[src/sadc_pkg.sv]
/*
 * constants, state encoding and the gain table of the converter's
 * conversion and readout control.
 * assumes a 10 MHz core clock; all times are turned into cycles of it here.
 */
package sadc_pkg;
    // core clock period
    localparam int CLK_PERIOD_NS = 100;
    // longest busy-high times; longest times round down to whole cycles
    localparam int BUSY_BYP_NS = 660;
    localparam int BUSY_AMP_NS = 1550;
    localparam int CONV_BYP_RAW = BUSY_BYP_NS / CLK_PERIOD_NS;
    localparam int CONV_AMP_RAW = BUSY_AMP_NS / CLK_PERIOD_NS;
    localparam logic [3:0] CONV_BYP_CYC = 4'(CONV_BYP_RAW < 1 ? 1 : CONV_BYP_RAW);
    localparam logic [3:0] CONV_AMP_CYC = 4'(CONV_AMP_RAW < 1 ? 1 : CONV_AMP_RAW);
    // wake time after power-down release; least time rounds up
    localparam int T_WAKE_NS = 25000;
    localparam logic [7:0] WAKE_CYC = 8'((T_WAKE_NS + CLK_PERIOD_NS - 1) / CLK_PERIOD_NS);
    // result and trailer layout
    localparam int RESULT_W = 14;
    localparam int SEL_W = 3;
    localparam int SHIFT_W = RESULT_W + 2 * SEL_W;
    // synchronised pin bundle: positions inside the synchroniser vector
    localparam int SY_CS = 0;
    localparam int SY_SCK = 1;
    localparam int SY_PWR = 2;
    localparam int SY_LOWP = 3;
    localparam int SY_BYP = 4;
    localparam int SY_SCAN = 5;
    localparam int SY_CH = 6;
    localparam int SY_GN = 9;
    localparam int SY_W = 12;
    // gain decode table, code 0..7
    localparam logic [4:0] GAIN_X1 = 5'h01;
    localparam logic [4:0] GAIN_X2 = 5'h02;
    localparam logic [4:0] GAIN_X3 = 5'h03;
    localparam logic [4:0] GAIN_X4 = 5'h04;
    localparam logic [4:0] GAIN_X6 = 5'h06;
    localparam logic [4:0] GAIN_X8 = 5'h08;
    localparam logic [4:0] GAIN_X12 = 5'h0C;
    localparam logic [4:0] GAIN_X16 = 5'h10;
    // conversion sequencer states
    typedef enum logic [1:0] {
        ST_IDLE,
        ST_CONV,
        ST_READ
    } sadc_state_t;
endpackage : sadc_pkg

[src/sadc_sync.sv]
/*
 * two-flop synchroniser for the pin inputs of the converter control.
 * assumes the inputs are asynchronous levels; outputs are in core_clk domain.
 */
`timescale 1ns/1ps
module sadc_sync (
    input wire logic core_clk,
    input wire logic sys_rst,
    input wire logic [sadc_pkg::SY_W-1:0] pinIn,
    output logic [sadc_pkg::SY_W-1:0] pinSync
);
    import sadc_pkg::*;

    // all state of the synchroniser
    typedef struct packed {
        logic [SY_W-1:0] stage1; // first flop, read only by stage2
        logic [SY_W-1:0] stage2; // settled copy
    } sadc_sync_t;

    sadc_sync_t r;
    sadc_sync_t next_r;

    // one flop pair per bit
    genvar b;
    generate
        for (b = 0; b < SY_W; b++) begin : g_bit
            always_comb begin
                next_r.stage1[b] = pinIn[b];
                next_r.stage2[b] = r.stage1[b];
            end
        end
    endgenerate

    // register the copy; reset value is idle (chip select high, powered)
    always_ff @(posedge core_clk) begin
        if (sys_rst) begin
            r <= '{stage1: 12'h0005, stage2: 12'h0005};
        end else begin
            r <= next_r;
        end
    end

    assign pinSync = r.stage2;
endmodule : sadc_sync

[src/sadc_conv.sv]
/*
 * conversion and serial readout control of an eight-channel 14-bit
 * successive-approximation converter: busy timing, result shifter,
 * channel/gain capture, scan sequencing and wake-up from power-down.
 * assumes the analog core hands a settled code on sampleData whenever
 * busy falls, and that the host drives chip select and serial clock slowly
 * enough for the 10 MHz core clock to see every edge.
 */
// Notes on behaviour
// [RULE1] host limits normal-mode start rate
// [RULE2] host limits low-power start rate
// [RULE3] busy drops by 660 ns, amp bypassed
// [RULE4] busy drops by 1550 ns, amp used
// [RULE5] busy rises promptly after select falls
// [RULE6] host keeps select-high and quiet gaps
// [RULE7] first result bit shown by busy fall
// [RULE8] each serial clock rise shifts next bit
// [RULE9] data driven while select low only
// [RULE10] gain and channel captured at select rise
// [RULE11] scan input captured at select rise
// [RULE12] host waits 25 us after power-up
// [RULE13] trailing select bits are optional
// [RULE14] host may stop clocking after result
// [RULE15] select fall samples and starts conversion
// [RULE16] gain codes map to 1..16
// [RULE17] low-power pin selects power mode
// [RULE18] current result read, no pipeline delay
// [RULE19] result shifted msb first
// [RULE20] channel code is binary index, next sample
`timescale 1ns/1ps
module sadc_conv (
    input wire logic core_clk,
    input wire logic sys_rst,
    input wire logic chipSelectN, // pin, active low
    input wire logic serialClk, // pin, host serial clock
    input wire logic powerDownN, // pin, active low sleep
    input wire logic lowPowerSelect, // pin, high selects low-power mode
    input wire logic ampBypassSelect, // pin, high bypasses the amplifier
    input wire logic scanSelect, // pin, scan sequencer enable
    input wire logic [sadc_pkg::SEL_W-1:0] channelSelect, // pin
    input wire logic [sadc_pkg::SEL_W-1:0] gainSelect, // pin
    input wire logic [sadc_pkg::RESULT_W-1:0] sampleData, // from analog core
    output logic busy,
    output logic serialDataOut,
    output logic serialDataOe,
    output logic sampleStrobe, // one-cycle pulse to the analog core
    output logic [sadc_pkg::SEL_W-1:0] activeChannel,
    output logic [4:0] gainFactor,
    output logic lowPowerMode,
    output logic ampBypassed,
    output logic awake
);
    import sadc_pkg::*;

    // every piece of state of the block except the pin synchroniser flops in u_sync
    typedef struct packed {
        sadc_state_t st;
        logic [3:0] convCnt; // busy cycles still to go
        logic [SHIFT_W-1:0] shiftReg; // result then channel then gain
        logic csPrev; // for select edge detection
        logic sckPrev; // for serial clock edge detection
        logic busy;
        logic sdo;
        logic oe;
        logic [SEL_W-1:0] chan; // channel used by the next sample
        logic [SEL_W-1:0] gain; // gain code used by the next sample
        logic [SEL_W-1:0] convChan; // channel of the running conversion
        logic [SEL_W-1:0] convGain; // gain of the running conversion
        logic scan;
        logic bypass; // amplifier path latched at sample time
        logic lowPwr; // synced power mode pin
        logic [7:0] wakeCnt;
        logic awake;
        logic strobe;
    } sadc_conv_t;

    sadc_conv_t r;
    sadc_conv_t next_r;
    logic [SY_W-1:0] pinIn;
    logic [SY_W-1:0] pinSync;
    logic csFall;
    logic csRise;
    logic sckRise;

    // gain code to amplifier factor
    function automatic logic [4:0] gainDecode(input logic [SEL_W-1:0] code);
        logic [4:0] f;
        f = GAIN_X1;
        case (code)
            3'h0: f = GAIN_X1;
            3'h1: f = GAIN_X2;
            3'h2: f = GAIN_X3;
            3'h3: f = GAIN_X4;
            3'h4: f = GAIN_X6;
            3'h5: f = GAIN_X8;
            3'h6: f = GAIN_X12;
            default: f = GAIN_X16;
        endcase
        return f;
    endfunction : gainDecode

    // every pin passes two flops before the logic looks at it
    assign pinIn = {gainSelect, channelSelect, scanSelect, ampBypassSelect, lowPowerSelect, powerDownN,
                    serialClk, chipSelectN};

    sadc_sync u_sync (
        .core_clk(core_clk),
        .sys_rst(sys_rst),
        .pinIn(pinIn),
        .pinSync(pinSync)
    );

    // edges of the settled select and serial clock
    assign csFall = r.csPrev && !pinSync[SY_CS];
    assign csRise = !r.csPrev && pinSync[SY_CS];
    assign sckRise = !r.sckPrev && pinSync[SY_SCK];

    // next-state logic
    always_comb begin
        next_r = r;
        next_r.csPrev = pinSync[SY_CS];
        next_r.sckPrev = pinSync[SY_SCK];
        next_r.strobe = 1'b0;
        next_r.lowPwr = pinSync[SY_LOWP]; // [RULE17]
        // wake timer; the host is expected to honour it, we also gate on it [RULE12]
        // counting restarts from zero on every sleep, so a short dip costs a full wake time
        if (!pinSync[SY_PWR]) begin
            next_r.wakeCnt = 8'h00;
            next_r.awake = 1'b0;
        end else if (!r.awake) begin
            if (r.wakeCnt == WAKE_CYC - 8'h01) begin
                next_r.awake = 1'b1;
            end
            next_r.wakeCnt = r.wakeCnt + 8'h01;
        end
        case (r.st)
            ST_IDLE: begin
                // select fall takes the sample and starts converting [RULE15]
                // a fall while asleep is dropped; the host has to wait for the wake count
                if (csFall && r.awake && pinSync[SY_PWR]) begin
                    next_r.strobe = 1'b1;
                    next_r.busy = 1'b1; // [RULE5]
                    next_r.oe = 1'b1; // [RULE9]
                    next_r.bypass = pinSync[SY_BYP];
                    next_r.convChan = r.chan;
                    next_r.convGain = r.gain;
                    // amplifier path picks the busy-high length [RULE3] [RULE4]
                    next_r.convCnt = (pinSync[SY_BYP] ? CONV_BYP_CYC : CONV_AMP_CYC) - 4'h1;
                    next_r.st = ST_CONV;
                end
            end
            ST_CONV: begin
                if (csRise || !pinSync[SY_PWR]) begin
                    // aborted conversion: release everything
                    // no half-loaded word is left behind, the next select fall starts clean
                    next_r.busy = 1'b0;
                    next_r.oe = 1'b0;
                    next_r.st = ST_IDLE;
                end else if (r.convCnt == 4'h0) begin
                    // this conversion's own code, msb shown as busy drops [RULE18] [RULE7] [RULE19]
                    next_r.shiftReg = {sampleData, r.convChan, r.convGain};
                    next_r.sdo = sampleData[RESULT_W-1];
                    next_r.busy = 1'b0;
                    next_r.st = ST_READ;
                end else begin
                    next_r.convCnt = r.convCnt - 4'h1;
                end
            end
            ST_READ: begin
                if (csRise || !pinSync[SY_PWR]) begin
                    // host may stop early; trailer bits need not be read [RULE13] [RULE14]
                    // busy is already low here, only the data pin has to be let go
                    next_r.oe = 1'b0; // [RULE9]
                    next_r.st = ST_IDLE;
                end else if (sckRise) begin
                    // advance one bit per serial clock rise, zeros fill in [RULE8]
                    next_r.shiftReg = {r.shiftReg[SHIFT_W-2:0], 1'b0};
                    next_r.sdo = r.shiftReg[SHIFT_W-2];
                end
            end
            default: begin
                next_r.st = ST_IDLE;
                next_r.busy = 1'b0;
                next_r.oe = 1'b0;
            end
        endcase
        // channel and gain selects and scan are taken on every select rise, for the next sample [RULE10] [RULE11]
        if (csRise) begin
            next_r.scan = pinSync[SY_SCAN];
            next_r.gain = pinSync[SY_GN+SEL_W-1:SY_GN];
            // scan steps on from the last used channel, else binary pin index [RULE20]
            if (pinSync[SY_SCAN]) begin
                next_r.chan = r.convChan + 3'h1;
            end else begin
                next_r.chan = pinSync[SY_CH+SEL_W-1:SY_CH];
            end
        end
    end

    // state register
    always_ff @(posedge core_clk) begin
        if (sys_rst) begin
            r <= '{st: ST_IDLE, convCnt: 4'h0, shiftReg: 20'h0_0000, csPrev: 1'b1, sckPrev: 1'b0,
                   busy: 1'b0, sdo: 1'b0, oe: 1'b0, chan: 3'h0, gain: 3'h0, convChan: 3'h0,
                   convGain: 3'h0, scan: 1'b0, bypass: 1'b1, lowPwr: 1'b0, wakeCnt: 8'h00,
                   awake: 1'b0, strobe: 1'b0};
        end else begin
            r <= next_r;
        end
    end

    // outputs, all from flops except gainFactor, decoded from the convGain flops
    assign busy = r.busy;
    assign serialDataOut = r.sdo;
    assign serialDataOe = r.oe;
    assign sampleStrobe = r.strobe;
    assign activeChannel = r.convChan;
    assign gainFactor = gainDecode(r.convGain); // [RULE16]
    assign lowPowerMode = r.lowPwr;
    assign ampBypassed = r.bypass;
    assign awake = r.awake;
endmodule : sadc_conv

[config.mk]
export PLATFORM = sky130hd
export DESIGN_NAME = sadc_conv
export DESIGN_NICKNAME = d
export VERILOG_FILES = /design/src/sadc_pkg.sv /design/src/sadc_sync.sv /design/src/sadc_conv.sv
export SDC_FILE = /design/constraint.sdc
export NUM_CORES = 1
export LEC_CHECK = 0
export BUFFER_PORTS_ARGS = -buffer_cell sky130_fd_sc_hd__buf_2
export CAP_MARGIN = 20
export CORE_ASPECT_RATIO = 1.2
export CORE_UTILIZATION = 40
export CTS_CLUSTER_SIZE = 25
export DETAILED_ROUTE_END_ITERATION = 10
export GPL_TIMING_DRIVEN = 1
export PLACE_DENSITY_LB_ADDON = 0.2
export SLEW_MARGIN = 20
export SYNTH_ARGS = -nofsm -noshare
export SYNTH_HDL_FRONTEND = slang
export SYNTH_SLANG_ARGS = --single-unit
[constraint.sdc]
create_clock -name core_clk -period 4 [get_ports core_clk]
set_input_delay 0.2 -clock core_clk [delete_from_list [all_inputs] [get_ports core_clk]]
set_output_delay 0.2 -clock core_clk [all_outputs]
set_load 0.02 [all_outputs]
==> flow_results.xml, run 1 <==
<?xml version="1.0" encoding="UTF-8"?>
<metrics>
  <group name="cells_and_area">
    <metric name="flow.area_growth_from_synthesis" unit="%">11.68</metric>
    <metric name="nNetsFinal" unit="">404</metric>
    <metric name="post-route-util" unit="%">46.86</metric>
    <metric name="number_of_antenna_cells_inserted" unit="">0</metric>
    <metric name="post_route_cells_drive_above_1_share" unit="%">23.32</metric>
  </group>
  <group name="detailed_routing">
    <metric name="final_antenna_net_count" unit="">0</metric>
    <metric name="drcViolationCount" unit="">7</metric>
    <metric name="route.vias.total" unit="">2333</metric>
    <metric name="vias_per_cell" unit="">5.017</metric>
    <metric name="routed_wire_length_per_instance" unit="um">12.12</metric>
    <metric name="firstDrtPassIters" unit="">8</metric>
    <metric name="wl" unit="um">5637</metric>
    <metric name="initialDrtViolationCount" unit="">98</metric>
  </group>
  <group name="floorplanning">
    <metric name="design.core.area" unit="mm^2">0.007839</metric>
    <metric name="floorplan.initialDensity" unit="%">41.96</metric>
    <metric name="floorplan.die.width" unit="um">84.78</metric>
    <metric name="fp.dieArea" unit="mm^2">0.008592</metric>
    <metric name="die_y" unit="um">101.3</metric>
    <metric name="rows" unit="">35</metric>
    <metric name="number_of_primary_i_o_pins" unit="">43</metric>
  </group>
  <group name="sta">
    <metric name="grt_setup_unrepaired" unit="">false</metric>
    <metric name="minimum_period_implied_by_the_final_worst_setup_slack" unit="ns">2.282</metric>
    <metric name="fmax" unit="MHz">438.3</metric>
    <metric name="timing.hold.ws" unit="ns">0.03670</metric>
    <metric name="worst_slew_pin_slew" unit="ns">0.8519</metric>
    <metric name="hold_viol_final" unit="">0</metric>
    <metric name="setup_viol" unit="">0</metric>
    <metric name="timing.setup.tns" unit="ns">0</metric>
    <metric name="slew_headroom" unit="%">43.21</metric>
    <metric name="finalMaxSlewViolations" unit="">0</metric>
    <metric name="timing.clock.skew" unit="ns">0.006237</metric>
    <metric name="fraction_of_the_cycle_the_final_worst_path_needs" unit="%">57.04</metric>
  </group>
  <group name="clock_tree">
    <metric name="tritoncts" unit="">built</metric>
    <metric name="clk_root_buf" unit="">sky130_fd_sc_hd__clkbuf_8</metric>
    <metric name="cts_sinks" unit="">78</metric>
    <metric name="cts_resized" unit="">0</metric>
    <metric name="ctsLongestPathBuffers" unit="">2</metric>
    <metric name="post-cts-setup-buffers" unit="">0</metric>
    <metric name="clkSlewWorstSetupHoldPaths" unit="ns">0.08</metric>
    <metric name="cts-htree-levels" unit="">3</metric>
    <metric name="worstSkewPairLatency" unit="ns">0.34</metric>
    <metric name="cts-buffers-inserted" unit="">9</metric>
    <metric name="total_of_hold_buffers_inserted_after_clock_tree_synthesis" unit="">0</metric>
  </group>
  <group name="global_route">
    <metric name="first_global_vias" unit="">2225</metric>
    <metric name="grt_first_pass_wirelength" unit="um">10010</metric>
    <metric name="pin_count_of_the_biggest_net_entering_global_routing" unit="">48</metric>
    <metric name="gr-total-overflow" unit="">0</metric>
    <metric name="grt_antenna_before_repair" unit="">0</metric>
    <metric name="globalRouteTotalUtil" unit="%">14.79</metric>
  </group>
  <group name="critical_path">
    <metric name="cp-start-kind" unit="">register</metric>
    <metric name="crit_arrival" unit="ns">2.55</metric>
    <metric name="worst-endpoint-required" unit="ns">4.27</metric>
    <metric name="worst_setup_ep_type" unit="">register</metric>
    <metric name="critical_path_type" unit="">register to register</metric>
    <metric name="crit_fanout" unit="">40</metric>
  </group>
  <group name="pwr">
    <metric name="swShare" unit="%">23.75</metric>
    <metric name="total_leakage_power" unit="nW">1.314</metric>
    <metric name="power.combinational.fraction" unit="%">4.0</metric>
    <metric name="clock_power_share" unit="%">37.6</metric>
    <metric name="pwr_density_cell" unit="mW/mm^2">371.9</metric>
    <metric name="ir_drop" unit="uV">221.7</metric>
    <metric name="internal-power" unit="mW">1.042</metric>
    <metric name="power.switching" unit="uW">324.5</metric>
    <metric name="power_frac_seq" unit="%">58.4</metric>
  </group>
  <group name="logic_synthesis">
    <metric name="post_synth_instance_area" unit="mm^2">0.003289</metric>
    <metric name="synth_compound_area_share" unit="%">16.51</metric>
    <metric name="synth.mux.area_fraction" unit="%">7.341</metric>
    <metric name="synth_top_cells_by_area" unit="">sky130_fd_sc_hd__dfxtp_1 (47%), sky130_fd_sc_hd__a211oi_2 (7.2%), sky130_fd_sc_hd__mux2i_1 (7.0%)</metric>
    <metric name="number_of_warnings_printed_during_yosys_synthesis" unit="">0</metric>
    <metric name="number_of_distinct_library_cells_after_synthesis" unit="">40</metric>
    <metric name="synth_nets" unit="">376</metric>
    <metric name="yosysSeqAreaShare" unit="%">47.47</metric>
    <metric name="post_synth_inst_count" unit="">340</metric>
    <metric name="synth.largest_area_cell" unit="">sky130_fd_sc_hd__dfxtp_1</metric>
    <metric name="largest_family_of_logic_cells_by_synthesized_area" unit="">simple AND/OR/NAND/NOR gates</metric>
    <metric name="post_synth_and_or_nand_nor_area_fraction" unit="%">18.07</metric>
    <metric name="synth_fa_ha_area_share" unit="%">3.043</metric>
    <metric name="synth-xor-area-share" unit="%">2.130</metric>
    <metric name="postSynthRegisterBits" unit="">78</metric>
    <metric name="synth_top_area_share" unit="%">47.47</metric>
    <metric name="syn-mean-instance-area" unit="um^2">9.675</metric>
  </group>
  <group name="status">
    <metric name="failed_checks" unit="">DRC</metric>
    <metric name="outcome" unit="">complete, but fails checks</metric>
  </group>
  <group name="placement">
    <metric name="portBuffers" unit="">42</metric>
    <metric name="final_replace_weighted_congestion" unit="">0.8440</metric>
    <metric name="place.detailed.hpwl" unit="um">3817</metric>
  </group>
  <group name="hold_path">
    <metric name="min-delay-path-class" unit="">input pin to register</metric>
  </group>
  <group name="run">
    <metric name="maxCapViolCount" unit="">0</metric>
  </group>
</metrics>
==> flip-flops by register name (all words and copies together) (netlist names), 3 cells and up <==
signal          cells
activeChannel       3
r                  44
u_sync.next_r      12
u_sync.pinSync     12
==> path summary, 6_finish.rpt <==
path | start | endpoint | slack [ns] | depth (start not counted)
worst max-delay path | r[54]$_SDFFE_PP0P_ | r[31]$_SDFFE_PP0P_ | 1.72 | 8
worst min-delay path | chipSelectN | u_sync.next_r[0]$_SDFF_PP1_ | 0.04 | 2
worst max register to register | r[54]$_SDFFE_PP0P_ | r[31]$_SDFFE_PP0P_ | 1.72 | 8
worst min register to register | u_sync.next_r[2]$_SDFF_PP1_ | u_sync.pinSync[2]$_SDFF_PP1_ | 0.41 | 1
==> layout by cell type (no fill, tap or decap), types with 4 or more instances in the layout <==
master,instances
sky130_fd_sc_hd__nand3_1,11
sky130_fd_sc_hd__inv_1,11
sky130_fd_sc_hd__nand2_1,18
sky130_fd_sc_hd__xnor2_1,5
sky130_fd_sc_hd__a211oi_2,19
sky130_fd_sc_hd__buf_2,42
sky130_fd_sc_hd__nor2_1,38
sky130_fd_sc_hd__ha_1,8
sky130_fd_sc_hd__nor2b_1,25
sky130_fd_sc_hd__o21ai_0,7
sky130_fd_sc_hd__nand2b_1,4
sky130_fd_sc_hd__a21oi_1,21
sky130_fd_sc_hd__clkbuf_8,9
sky130_fd_sc_hd__dfxtp_1,78
sky130_fd_sc_hd__a211oi_1,6
sky130_fd_sc_hd__nor3_1,4
sky130_fd_sc_hd__mux2i_1,23
sky130_fd_sc_hd__or2_2,5
==> synthesized netlist by cell type <==
cell                        number
sky130_fd_sc_hd__or4_1           1
sky130_fd_sc_hd__o2111ai_1       1
sky130_fd_sc_hd__nand2b_1        4
sky130_fd_sc_hd__a311oi_1        1
sky130_fd_sc_hd__o41a_1          1
sky130_fd_sc_hd__o211a_1         1
sky130_fd_sc_hd__clkbuf_1       20
sky130_fd_sc_hd__o21ai_0         7
sky130_fd_sc_hd__a21oi_1        21
sky130_fd_sc_hd__nand4b_1        1
sky130_fd_sc_hd__a31oi_1         1
sky130_fd_sc_hd__mux2i_1        23
sky130_fd_sc_hd__o211ai_1        1
sky130_fd_sc_hd__nor4_1          1
sky130_fd_sc_hd__a41oi_1         1
sky130_fd_sc_hd__ha_1            8
sky130_fd_sc_hd__nor3_1          4
sky130_fd_sc_hd__and3_1          1
sky130_fd_sc_hd__nand2_1        18
sky130_fd_sc_hd__xnor2_1         5
sky130_fd_sc_hd__buf_6           2
sky130_fd_sc_hd__nand4_1         1
sky130_fd_sc_hd__dfxtp_1        78
sky130_fd_sc_hd__a211oi_2       19
sky130_fd_sc_hd__buf_4           4
sky130_fd_sc_hd__o31a_1          1
sky130_fd_sc_hd__buf_2           2
sky130_fd_sc_hd__mux2_2          1
sky130_fd_sc_hd__or3_1           3
sky130_fd_sc_hd__o31ai_1         3
sky130_fd_sc_hd__xor2_1          3
sky130_fd_sc_hd__nor2_1         38
sky130_fd_sc_hd__nand3_1        11
sky130_fd_sc_hd__nand3b_1        3
sky130_fd_sc_hd__and4b_1         2
sky130_fd_sc_hd__a2111oi_4       1
sky130_fd_sc_hd__or2_2           5
sky130_fd_sc_hd__nor2b_1        25
sky130_fd_sc_hd__a211oi_1        6
sky130_fd_sc_hd__inv_1          11
==> layer usage <==
metal	wire [um]	track usage, %	share of wire [%]
met1	2801	18.41	50
met2	2474	23.89	44
met3	241	3.341	4.3
met4	119	8.214	2.1
met5	0	0	0
==> kinds of logic (layout without fill, tap and decap cells) <==
kind of cell / Yosys count / in the layout
xor+xnor: 8 / 8
flops: 78 / 78
fa+ha+maj: 8 / 8
simple gates: 118 / 118
compound gates: 65 / 65
buf+inv: 39 / 72
mux: 24 / 24
==> per-stage QoR <==
stage	std cells	instance area (um^2)	setup slack, ns	power (mW)
6_report	465	3674	1.718	1.366
5_1_grt	465	3674	1.512	1.443
4_1_cts	465	3674	1.686	1.395
3_5_place_dp	449	3500	1.705	0.8719
3_3_place_gp	449	3500	1.792	0.8713
2_1_floorplan	340	3289	2.166	0.8521
==> area by class of cell <==
cell class                 count  area [um^2]
timing repair buffer          45        232.7
tap                           92        115.1
clock inverter                 7        50.05
fill                         774         4165
sequential                    78         1562
clock buffer                   9        123.9
multi-input combinational    223         1549
inverter                      11        41.29
==> power groups by stage <==
stage	clock (mW)	combinational, mW	sequential, mW
after global placement	0	0.0548	0.816
after floorplan	0	0.0371	0.815
after global routing	0.580	0.0621	0.801
after CTS	0.541	0.0553	0.798
final	0.513	0.0544	0.798
after detailed placement	0	0.0551	0.817
==> critical path, cell delays in order (launching register included) <==
cell and delay, ns:
sky130_fd_sc_hd__dfxtp_1 0.38, sky130_fd_sc_hd__inv_1 0.08, sky130_fd_sc_hd__ha_1 0.21, sky130_fd_sc_hd__buf_4 0.25, sky130_fd_sc_hd__nand2b_1 0.22, sky130_fd_sc_hd__a2111oi_4 0.30
sky130_fd_sc_hd__buf_4 0.46, sky130_fd_sc_hd__nor2_1 0.11, sky130_fd_sc_hd__a211oi_2 0.20
No activity file was read; power rests on OpenSTA's default activity.
==> inputs of run 2 (changes only) <==
Clock period 4 ns to 1.9 ns, I/O delays scaled along.
==> flow_results.xml, run 2 (synthesis gave the netlist of run 1 again) <==
<?xml version="1.0" encoding="UTF-8"?>
<metrics>
  <group name="status">
    <metric name="outcome" unit="">complete, but fails checks</metric>
    <metric name="failed_checks" unit="">DRC</metric>
  </group>
  <group name="placement">
    <metric name="dpl-instance-area" unit="mm^2">0.003580</metric>
    <metric name="final_replace_weighted_congestion" unit="">0.7861</metric>
    <metric name="place.detailed.hpwl" unit="um">3976</metric>
    <metric name="portBuffers" unit="">42</metric>
    <metric name="placedCellCount" unit="">458</metric>
  </group>
  <group name="clock_tree">
    <metric name="ctsLongestPathBuffers" unit="">2</metric>
    <metric name="cts_sinks" unit="">78</metric>
    <metric name="clkSlewWorstSetupHoldPaths" unit="ns">0.09</metric>
    <metric name="cts-buffers-inserted" unit="">9</metric>
    <metric name="tritoncts" unit="">built</metric>
    <metric name="cts-htree-levels" unit="">3</metric>
    <metric name="worstSkewPairLatency" unit="ns">0.34</metric>
    <metric name="clk_root_buf" unit="">sky130_fd_sc_hd__clkbuf_8</metric>
  </group>
  <group name="pwr">
    <metric name="ir_drop" unit="uV">465.1</metric>
    <metric name="internal-power" unit="mW">2.518</metric>
    <metric name="total_leakage_power" unit="nW">1.461</metric>
    <metric name="power_frac_seq" unit="%">52.5</metric>
    <metric name="power.switching" unit="uW">681.9</metric>
    <metric name="swShare" unit="%">21.31</metric>
    <metric name="clock_power_share" unit="%">43.2</metric>
    <metric name="power.combinational.fraction" unit="%">4.2</metric>
    <metric name="pwr_density_cell" unit="mW/mm^2">804.6</metric>
  </group>
  <group name="global_route">
    <metric name="grt_antenna_before_repair" unit="">0</metric>
    <metric name="first_global_vias" unit="">2426</metric>
    <metric name="globalRouteTotalUtil" unit="%">15.09</metric>
    <metric name="pin_count_of_the_biggest_net_entering_global_routing" unit="">41</metric>
    <metric name="grt_first_pass_wirelength" unit="um">10390</metric>
    <metric name="gr-total-overflow" unit="">0</metric>
  </group>
  <group name="detailed_routing">
    <metric name="routed_wire_length_per_instance" unit="um">12.61</metric>
    <metric name="route.vias.total" unit="">2456</metric>
    <metric name="drcViolationCount" unit="">7</metric>
    <metric name="initialDrtViolationCount" unit="">132</metric>
    <metric name="firstDrtPassIters" unit="">10</metric>
    <metric name="wl" unit="um">6164</metric>
    <metric name="final_antenna_net_count" unit="">0</metric>
    <metric name="vias_per_cell" unit="">5.022</metric>
  </group>
  <group name="critical_path">
    <metric name="worst_setup_ep_type" unit="">register</metric>
    <metric name="crit_fanout" unit="">20</metric>
    <metric name="critical_path_type" unit="">register to register</metric>
    <metric name="crit_arrival" unit="ns">2.11</metric>
    <metric name="worst_path_max_delay_cell" unit="">sky130_fd_sc_hd__dfxtp_2</metric>
    <metric name="crit_path_max_incr_delay" unit="ns">0.35</metric>
    <metric name="cp.buffers_inverters" unit="">3</metric>
    <metric name="cp_top_family" unit="">compound AO/OA/AOI/OAI gates</metric>
    <metric name="path_cells" unit="">inv_1 -&gt; ha_2 -&gt; nand2b_1 -&gt; a2111oi_4 -&gt; buf_4 -&gt; buf_12 -&gt; nor2_1 -&gt; a211oi_2</metric>
    <metric name="cp-start-kind" unit="">register</metric>
    <metric name="worst-endpoint-required" unit="ns">2.17</metric>
  </group>
  <group name="cells_and_area">
    <metric name="number_of_flip_flops_under_the_largest_register_name" unit="">44</metric>
    <metric name="filler_cell_count" unit="">737</metric>
    <metric name="multi_input_area" unit="mm^2">0.001551</metric>
    <metric name="postLayoutCellArea" unit="mm^2">0.003978</metric>
    <metric name="final_cell_count_no_fill" unit="">489</metric>
    <metric name="nNetsFinal" unit="">428</metric>
    <metric name="post_route_cells_drive_above_1_share" unit="%">25.44</metric>
    <metric name="mostFrequentLayoutCells" unit="">sky130_fd_sc_hd__dfxtp_1 (77), sky130_fd_sc_hd__buf_2 (42), sky130_fd_sc_hd__nor2_1 (38), sky130_fd_sc_hd__nor2b_1 (25), sky130_fd_sc_hd__mux2i_1 (23)</metric>
    <metric name="mostFrequentLayoutCell" unit="">sky130_fd_sc_hd__dfxtp_1</metric>
    <metric name="number_of_antenna_cells_inserted" unit="">0</metric>
    <metric name="largest_register" unit="">r</metric>
    <metric name="final-seq-area" unit="mm^2">0.001563</metric>
    <metric name="post-route-util" unit="%">50.74</metric>
    <metric name="flow.area_growth_from_synthesis" unit="%">20.92</metric>
  </group>
  <group name="floorplanning">
    <metric name="rows" unit="">35</metric>
    <metric name="fp.dieArea" unit="mm^2">0.008592</metric>
    <metric name="die_y" unit="um">101.3</metric>
    <metric name="design.core.area" unit="mm^2">0.007839</metric>
    <metric name="number_of_primary_i_o_pins" unit="">43</metric>
    <metric name="floorplan.initialDensity" unit="%">41.96</metric>
    <metric name="floorplan.die.width" unit="um">84.78</metric>
  </group>
  <group name="sta">
    <metric name="fmax" unit="MHz">544.8</metric>
    <metric name="slew_headroom" unit="%">65.13</metric>
    <metric name="finalMaxSlewViolations" unit="">0</metric>
    <metric name="fraction_of_the_cycle_the_final_worst_path_needs" unit="%">96.60</metric>
    <metric name="timing.hold.ws" unit="ns">0.03100</metric>
    <metric name="setup_viol" unit="">0</metric>
    <metric name="minimum_period_implied_by_the_final_worst_setup_slack" unit="ns">1.835</metric>
    <metric name="timing.setup.tns" unit="ns">0</metric>
    <metric name="hold_viol_final" unit="">0</metric>
    <metric name="grt_setup_unrepaired" unit="">true</metric>
    <metric name="worst_slew_pin_slew" unit="ns">0.5220</metric>
    <metric name="timing.clock.skew" unit="ns">0.01219</metric>
  </group>
  <group name="hold_path">
    <metric name="min-delay-path-class" unit="">input pin to register</metric>
  </group>
  <group name="run">
    <metric name="maxCapViolCount" unit="">0</metric>
  </group>
</metrics>
run 2: cell types whose count changed in the layout (fill, tap and decap cells not counted), moves of 2 or more:
cell                            before  now
sky130_fd_sc_hd__dlygate4sd3_1       0   12
sky130_fd_sc_hd__buf_4               3   12
sky130_fd_sc_hd__bufinv_16           0    2
sky130_fd_sc_hd__clkinv_2            2    0
run 2: worst paths after layout:
path	startpoint	end	slack [ns]	cells after the start
setup / recovery	r[54]$_SDFFE_PP0P_	r[32]$_SDFFE_PP0P_	0.06	8
hold / removal	sys_rst	r[54]$_SDFFE_PP0P_	0.03	2
setup reg to reg	r[54]$_SDFFE_PP0P_	r[32]$_SDFFE_PP0P_	0.06	8
hold reg to reg	u_sync.next_r[0]$_SDFF_PP1_	u_sync.pinSync[0]$_SDFF_PP1_	0.41	1
run 2: metrics by stage:
step,power (mW),worst slack (ns)
2_1_floorplan,1.794,0.06574
3_3_place_gp,1.836,0.1288
3_5_place_dp,1.838,0.03178
4_1_cts,3.249,0.004132
5_1_grt,3.345,-0.03038
6_report,3.200,0.06451
run 2: layout make-up:
type                            instances  area share, %
Inverter                               11          1.038
Clock inverter                          6          2.328
Multi-Input combinational cell        223          39.01
Clock buffer                           10          3.460
Sequential cell                        78          39.29
Tap cell                               92          2.894
Timing Repair Buffer                   69          11.98
run 2: metal layers:
metal | vias to the layer above | global-route usage [%] | wire length, um | part of all wire, %
met5 | - | 0 | 0 | 0
met4 | 0 | 7.432 | 97 | 1.6
met3 | 10 | 3.993 | 264 | 4.3
met2 | 54 | 26.08 | 2931 | 48
met1 | 1124 | 17.40 | 2870 | 47
li1 | 1268 | - | - | -
run 2: power groups by stage:
| stage | combinational (mW) | sequential (mW) | clock [mW] |
|---|---|---|---|
| 3_3_place_gp | 0.118 | 1.72 | 0 |
| 2_1_floorplan | 0.0781 | 1.72 | 0 |
| 5_1_grt | 0.154 | 1.68 | 1.51 |
| 6_report | 0.136 | 1.68 | 1.38 |
| 4_1_cts | 0.138 | 1.68 | 1.43 |
| 3_5_place_dp | 0.118 | 1.72 | 0 |
run 2: what timing repair did:
item	4_1_cts	5_1_grt
setup endpoints to repair	0	20
endpoints found under the hold margin	12	0
resized for setup	0	5
hold buffers	12	0
buffers inserted	0	1
==> inputs of run 3 (changes only) <==
Settings changed: CORE_UTILIZATION 40 to 25, CTS_BUF_LIST set to sky130_fd_sc_hd__clkbuf_8.
==> flow_results.xml, run 3 (synthesis gave the netlist of run 1 again) <==
<?xml version="1.0" encoding="UTF-8"?>
<metrics>
  <group name="detailed_routing">
    <metric name="final_antenna_net_count" unit="">0</metric>
    <metric name="wl" unit="um">6545</metric>
    <metric name="drcViolationCount" unit="">0</metric>
    <metric name="route.vias.total" unit="">2424</metric>
    <metric name="firstDrtPassIters" unit="">4</metric>
    <metric name="initialDrtViolationCount" unit="">69</metric>
    <metric name="routed_wire_length_per_instance" unit="um">11.65</metric>
    <metric name="vias_per_cell" unit="">4.313</metric>
  </group>
  <group name="placement">
    <metric name="final_replace_weighted_congestion" unit="">0.8039</metric>
    <metric name="portBuffers" unit="">42</metric>
    <metric name="preCtsSetupSlack" unit="ns">0.06496</metric>
    <metric name="place.detailed.hpwl" unit="um">4385</metric>
  </group>
  <group name="sta">
    <metric name="grt_setup_unrepaired" unit="">false</metric>
    <metric name="timing.clock.skew" unit="ns">0.01084</metric>
    <metric name="slew_headroom" unit="%">64.50</metric>
    <metric name="fmax" unit="MHz">566.8</metric>
    <metric name="final_critical_path_setup_slack" unit="ns">0.1357</metric>
    <metric name="worst_slew_pin_slew" unit="ns">0.5280</metric>
    <metric name="hold_viol_final" unit="">0</metric>
    <metric name="timing.setup.tns" unit="ns">0</metric>
    <metric name="fraction_of_the_cycle_the_final_worst_path_needs" unit="%">92.86</metric>
    <metric name="minimum_period_implied_by_the_final_worst_setup_slack" unit="ns">1.764</metric>
    <metric name="setup_viol" unit="">0</metric>
    <metric name="finalMaxSlewViolations" unit="">0</metric>
  </group>
  <group name="cells_and_area">
    <metric name="nNetsFinal" unit="">429</metric>
    <metric name="mostFrequentLayoutCell" unit="">sky130_fd_sc_hd__dfxtp_1</metric>
    <metric name="largest_register" unit="">r</metric>
    <metric name="mostFrequentLayoutCells" unit="">sky130_fd_sc_hd__dfxtp_1 (77), sky130_fd_sc_hd__buf_2 (42), sky130_fd_sc_hd__nor2_1 (38), sky130_fd_sc_hd__nor2b_1 (25), sky130_fd_sc_hd__mux2i_1 (22)</metric>
    <metric name="post_route_cells_drive_above_1_share" unit="%">26.63</metric>
    <metric name="post-route-util" unit="%">32.13</metric>
    <metric name="flow.area_growth_from_synthesis" unit="%">24.31</metric>
    <metric name="number_of_flip_flops_under_the_largest_register_name" unit="">44</metric>
    <metric name="number_of_antenna_cells_inserted" unit="">0</metric>
  </group>
  <group name="clock_tree">
    <metric name="worstSkewPairLatency" unit="ns">0.35</metric>
    <metric name="tritoncts" unit="">built</metric>
    <metric name="ctsLongestPathBuffers" unit="">2</metric>
    <metric name="clk_root_buf" unit="">sky130_fd_sc_hd__clkbuf_8</metric>
    <metric name="clkSlewWorstSetupHoldPaths" unit="ns">0.08</metric>
    <metric name="cts_sinks" unit="">78</metric>
    <metric name="cts-buffers-inserted" unit="">9</metric>
    <metric name="cts-htree-levels" unit="">3</metric>
  </group>
  <group name="global_route">
    <metric name="grt_antenna_before_repair" unit="">0</metric>
    <metric name="gr-total-overflow" unit="">0</metric>
    <metric name="pin_count_of_the_biggest_net_entering_global_routing" unit="">41</metric>
    <metric name="globalRouteTotalUtil" unit="%">9.818</metric>
    <metric name="first_global_vias" unit="">2240</metric>
    <metric name="grt_first_pass_wirelength" unit="um">10490</metric>
  </group>
  <group name="floorplanning">
    <metric name="die_y" unit="um">127.7</metric>
    <metric name="number_of_primary_i_o_pins" unit="">43</metric>
    <metric name="fp.dieArea" unit="mm^2">0.01362</metric>
    <metric name="design.core.area" unit="mm^2">0.01272</metric>
    <metric name="floorplan.initialDensity" unit="%">25.85</metric>
    <metric name="floorplan.die.width" unit="um">106.7</metric>
    <metric name="rows" unit="">45</metric>
  </group>
  <group name="critical_path">
    <metric name="cp-start-kind" unit="">register</metric>
    <metric name="worst-endpoint-required" unit="ns">2.19</metric>
    <metric name="worst_setup_ep_type" unit="">register</metric>
    <metric name="critical_path_type" unit="">register to register</metric>
    <metric name="crit_fanout" unit="">20</metric>
    <metric name="crit_arrival" unit="ns">2.05</metric>
  </group>
  <group name="pwr">
    <metric name="pwr_density_cell" unit="mW/mm^2">781.2</metric>
    <metric name="total_leakage_power" unit="nW">1.473</metric>
    <metric name="ir_drop" unit="uV">259.1</metric>
  </group>
  <group name="run">
    <metric name="maxCapViolCount" unit="">0</metric>
  </group>
  <group name="status">
    <metric name="outcome" unit="">completed</metric>
  </group>
  <group name="hold_path">
    <metric name="min-delay-path-class" unit="">input pin to register</metric>
  </group>
</metrics>
run 3: cell count changes in the layout (fill, tap and decap cells not counted), sizes merged:
cell | before | now
buf | 56 | 57
clkinvlp | 2 | 1
inv | 12 | 13
run 3: worst max-delay path, stage by stage (launching register included):
cell                        delay (ns)
sky130_fd_sc_hd__dfxtp_2          0.36
sky130_fd_sc_hd__inv_1            0.07
sky130_fd_sc_hd__ha_2             0.20
sky130_fd_sc_hd__nand2b_4         0.15
sky130_fd_sc_hd__a2111oi_4        0.32
sky130_fd_sc_hd__buf_4            0.20
sky130_fd_sc_hd__buf_12           0.18
sky130_fd_sc_hd__nand3b_1         0.09
sky130_fd_sc_hd__a21oi_1          0.14
run 3: what timing repair did:
action / 4_1_cts / 5_1_grt
buffers inserted: 0 / 1
resized for setup: 0 / 10
endpoints found under the setup margin: 0 / 21
endpoints found under the hold margin: 12 / 0
hold buffers: 12 / 0
run 3: final cells by class:
cell class | instances | area (um^2)
fill | 1364 | 8636
timing repair buffer | 70 | 484.2
sequential | 78 | 1563
clock inverter | 6 | 85.08
tap | 164 | 205.2
inverter | 11 | 41.29
clock buffer | 10 | 137.6
multi-input combinational | 223 | 1573
run 3: per-layer routing:
layer	vias to the layer above	GRT usage (%)	wire length, um	part of all wire (%)
li1	1264	-	-	-
met1	1102	12.67	3299	50
met2	48	14.61	2857	44
met3	10	2.898	259	4.0
met4	0	5.399	128	2.0
met5	-	0	0	0
run 3: through the flow:
| step | hold WS (ns) | cells | cell area (um^2) | power [mW] |
|---|---|---|---|---|
| floorplan | 0.1988 | 340 | 3289 | 1.794 |
| global placement | 0.2850 | 531 | 3677 | 1.840 |
| detailed placement | 0.2821 | 531 | 3677 | 1.841 |
| CTS | 0.08857 | 559 | 4020 | 3.252 |
| global route | 0.09423 | 562 | 4089 | 3.342 |
| finish | 0.1065 | 562 | 4089 | 3.194 |
run 3: path summary, 6_finish.rpt:
check	startpoint	endpoint	slack (ns)	cells past startpoint
max	r[54]$_SDFFE_PP0P_	r[30]$_SDFFE_PP0P_	0.14	8
min	sampleData[2]	r[38]$_SDFFE_PP0P_	0.11	3
max reg2reg	r[54]$_SDFFE_PP0P_	r[30]$_SDFFE_PP0P_	0.14	8
min reg2reg	u_sync.next_r[2]$_SDFF_PP1_	u_sync.pinSync[2]$_SDFF_PP1_	0.41	1
run 3: where the power goes:
group,internal (mW),switching (mW)
Sequential,1.67,0.0152
Combinational,0.0709,0.0655
Clock,0.773,0.604
Total,2.51,0.684
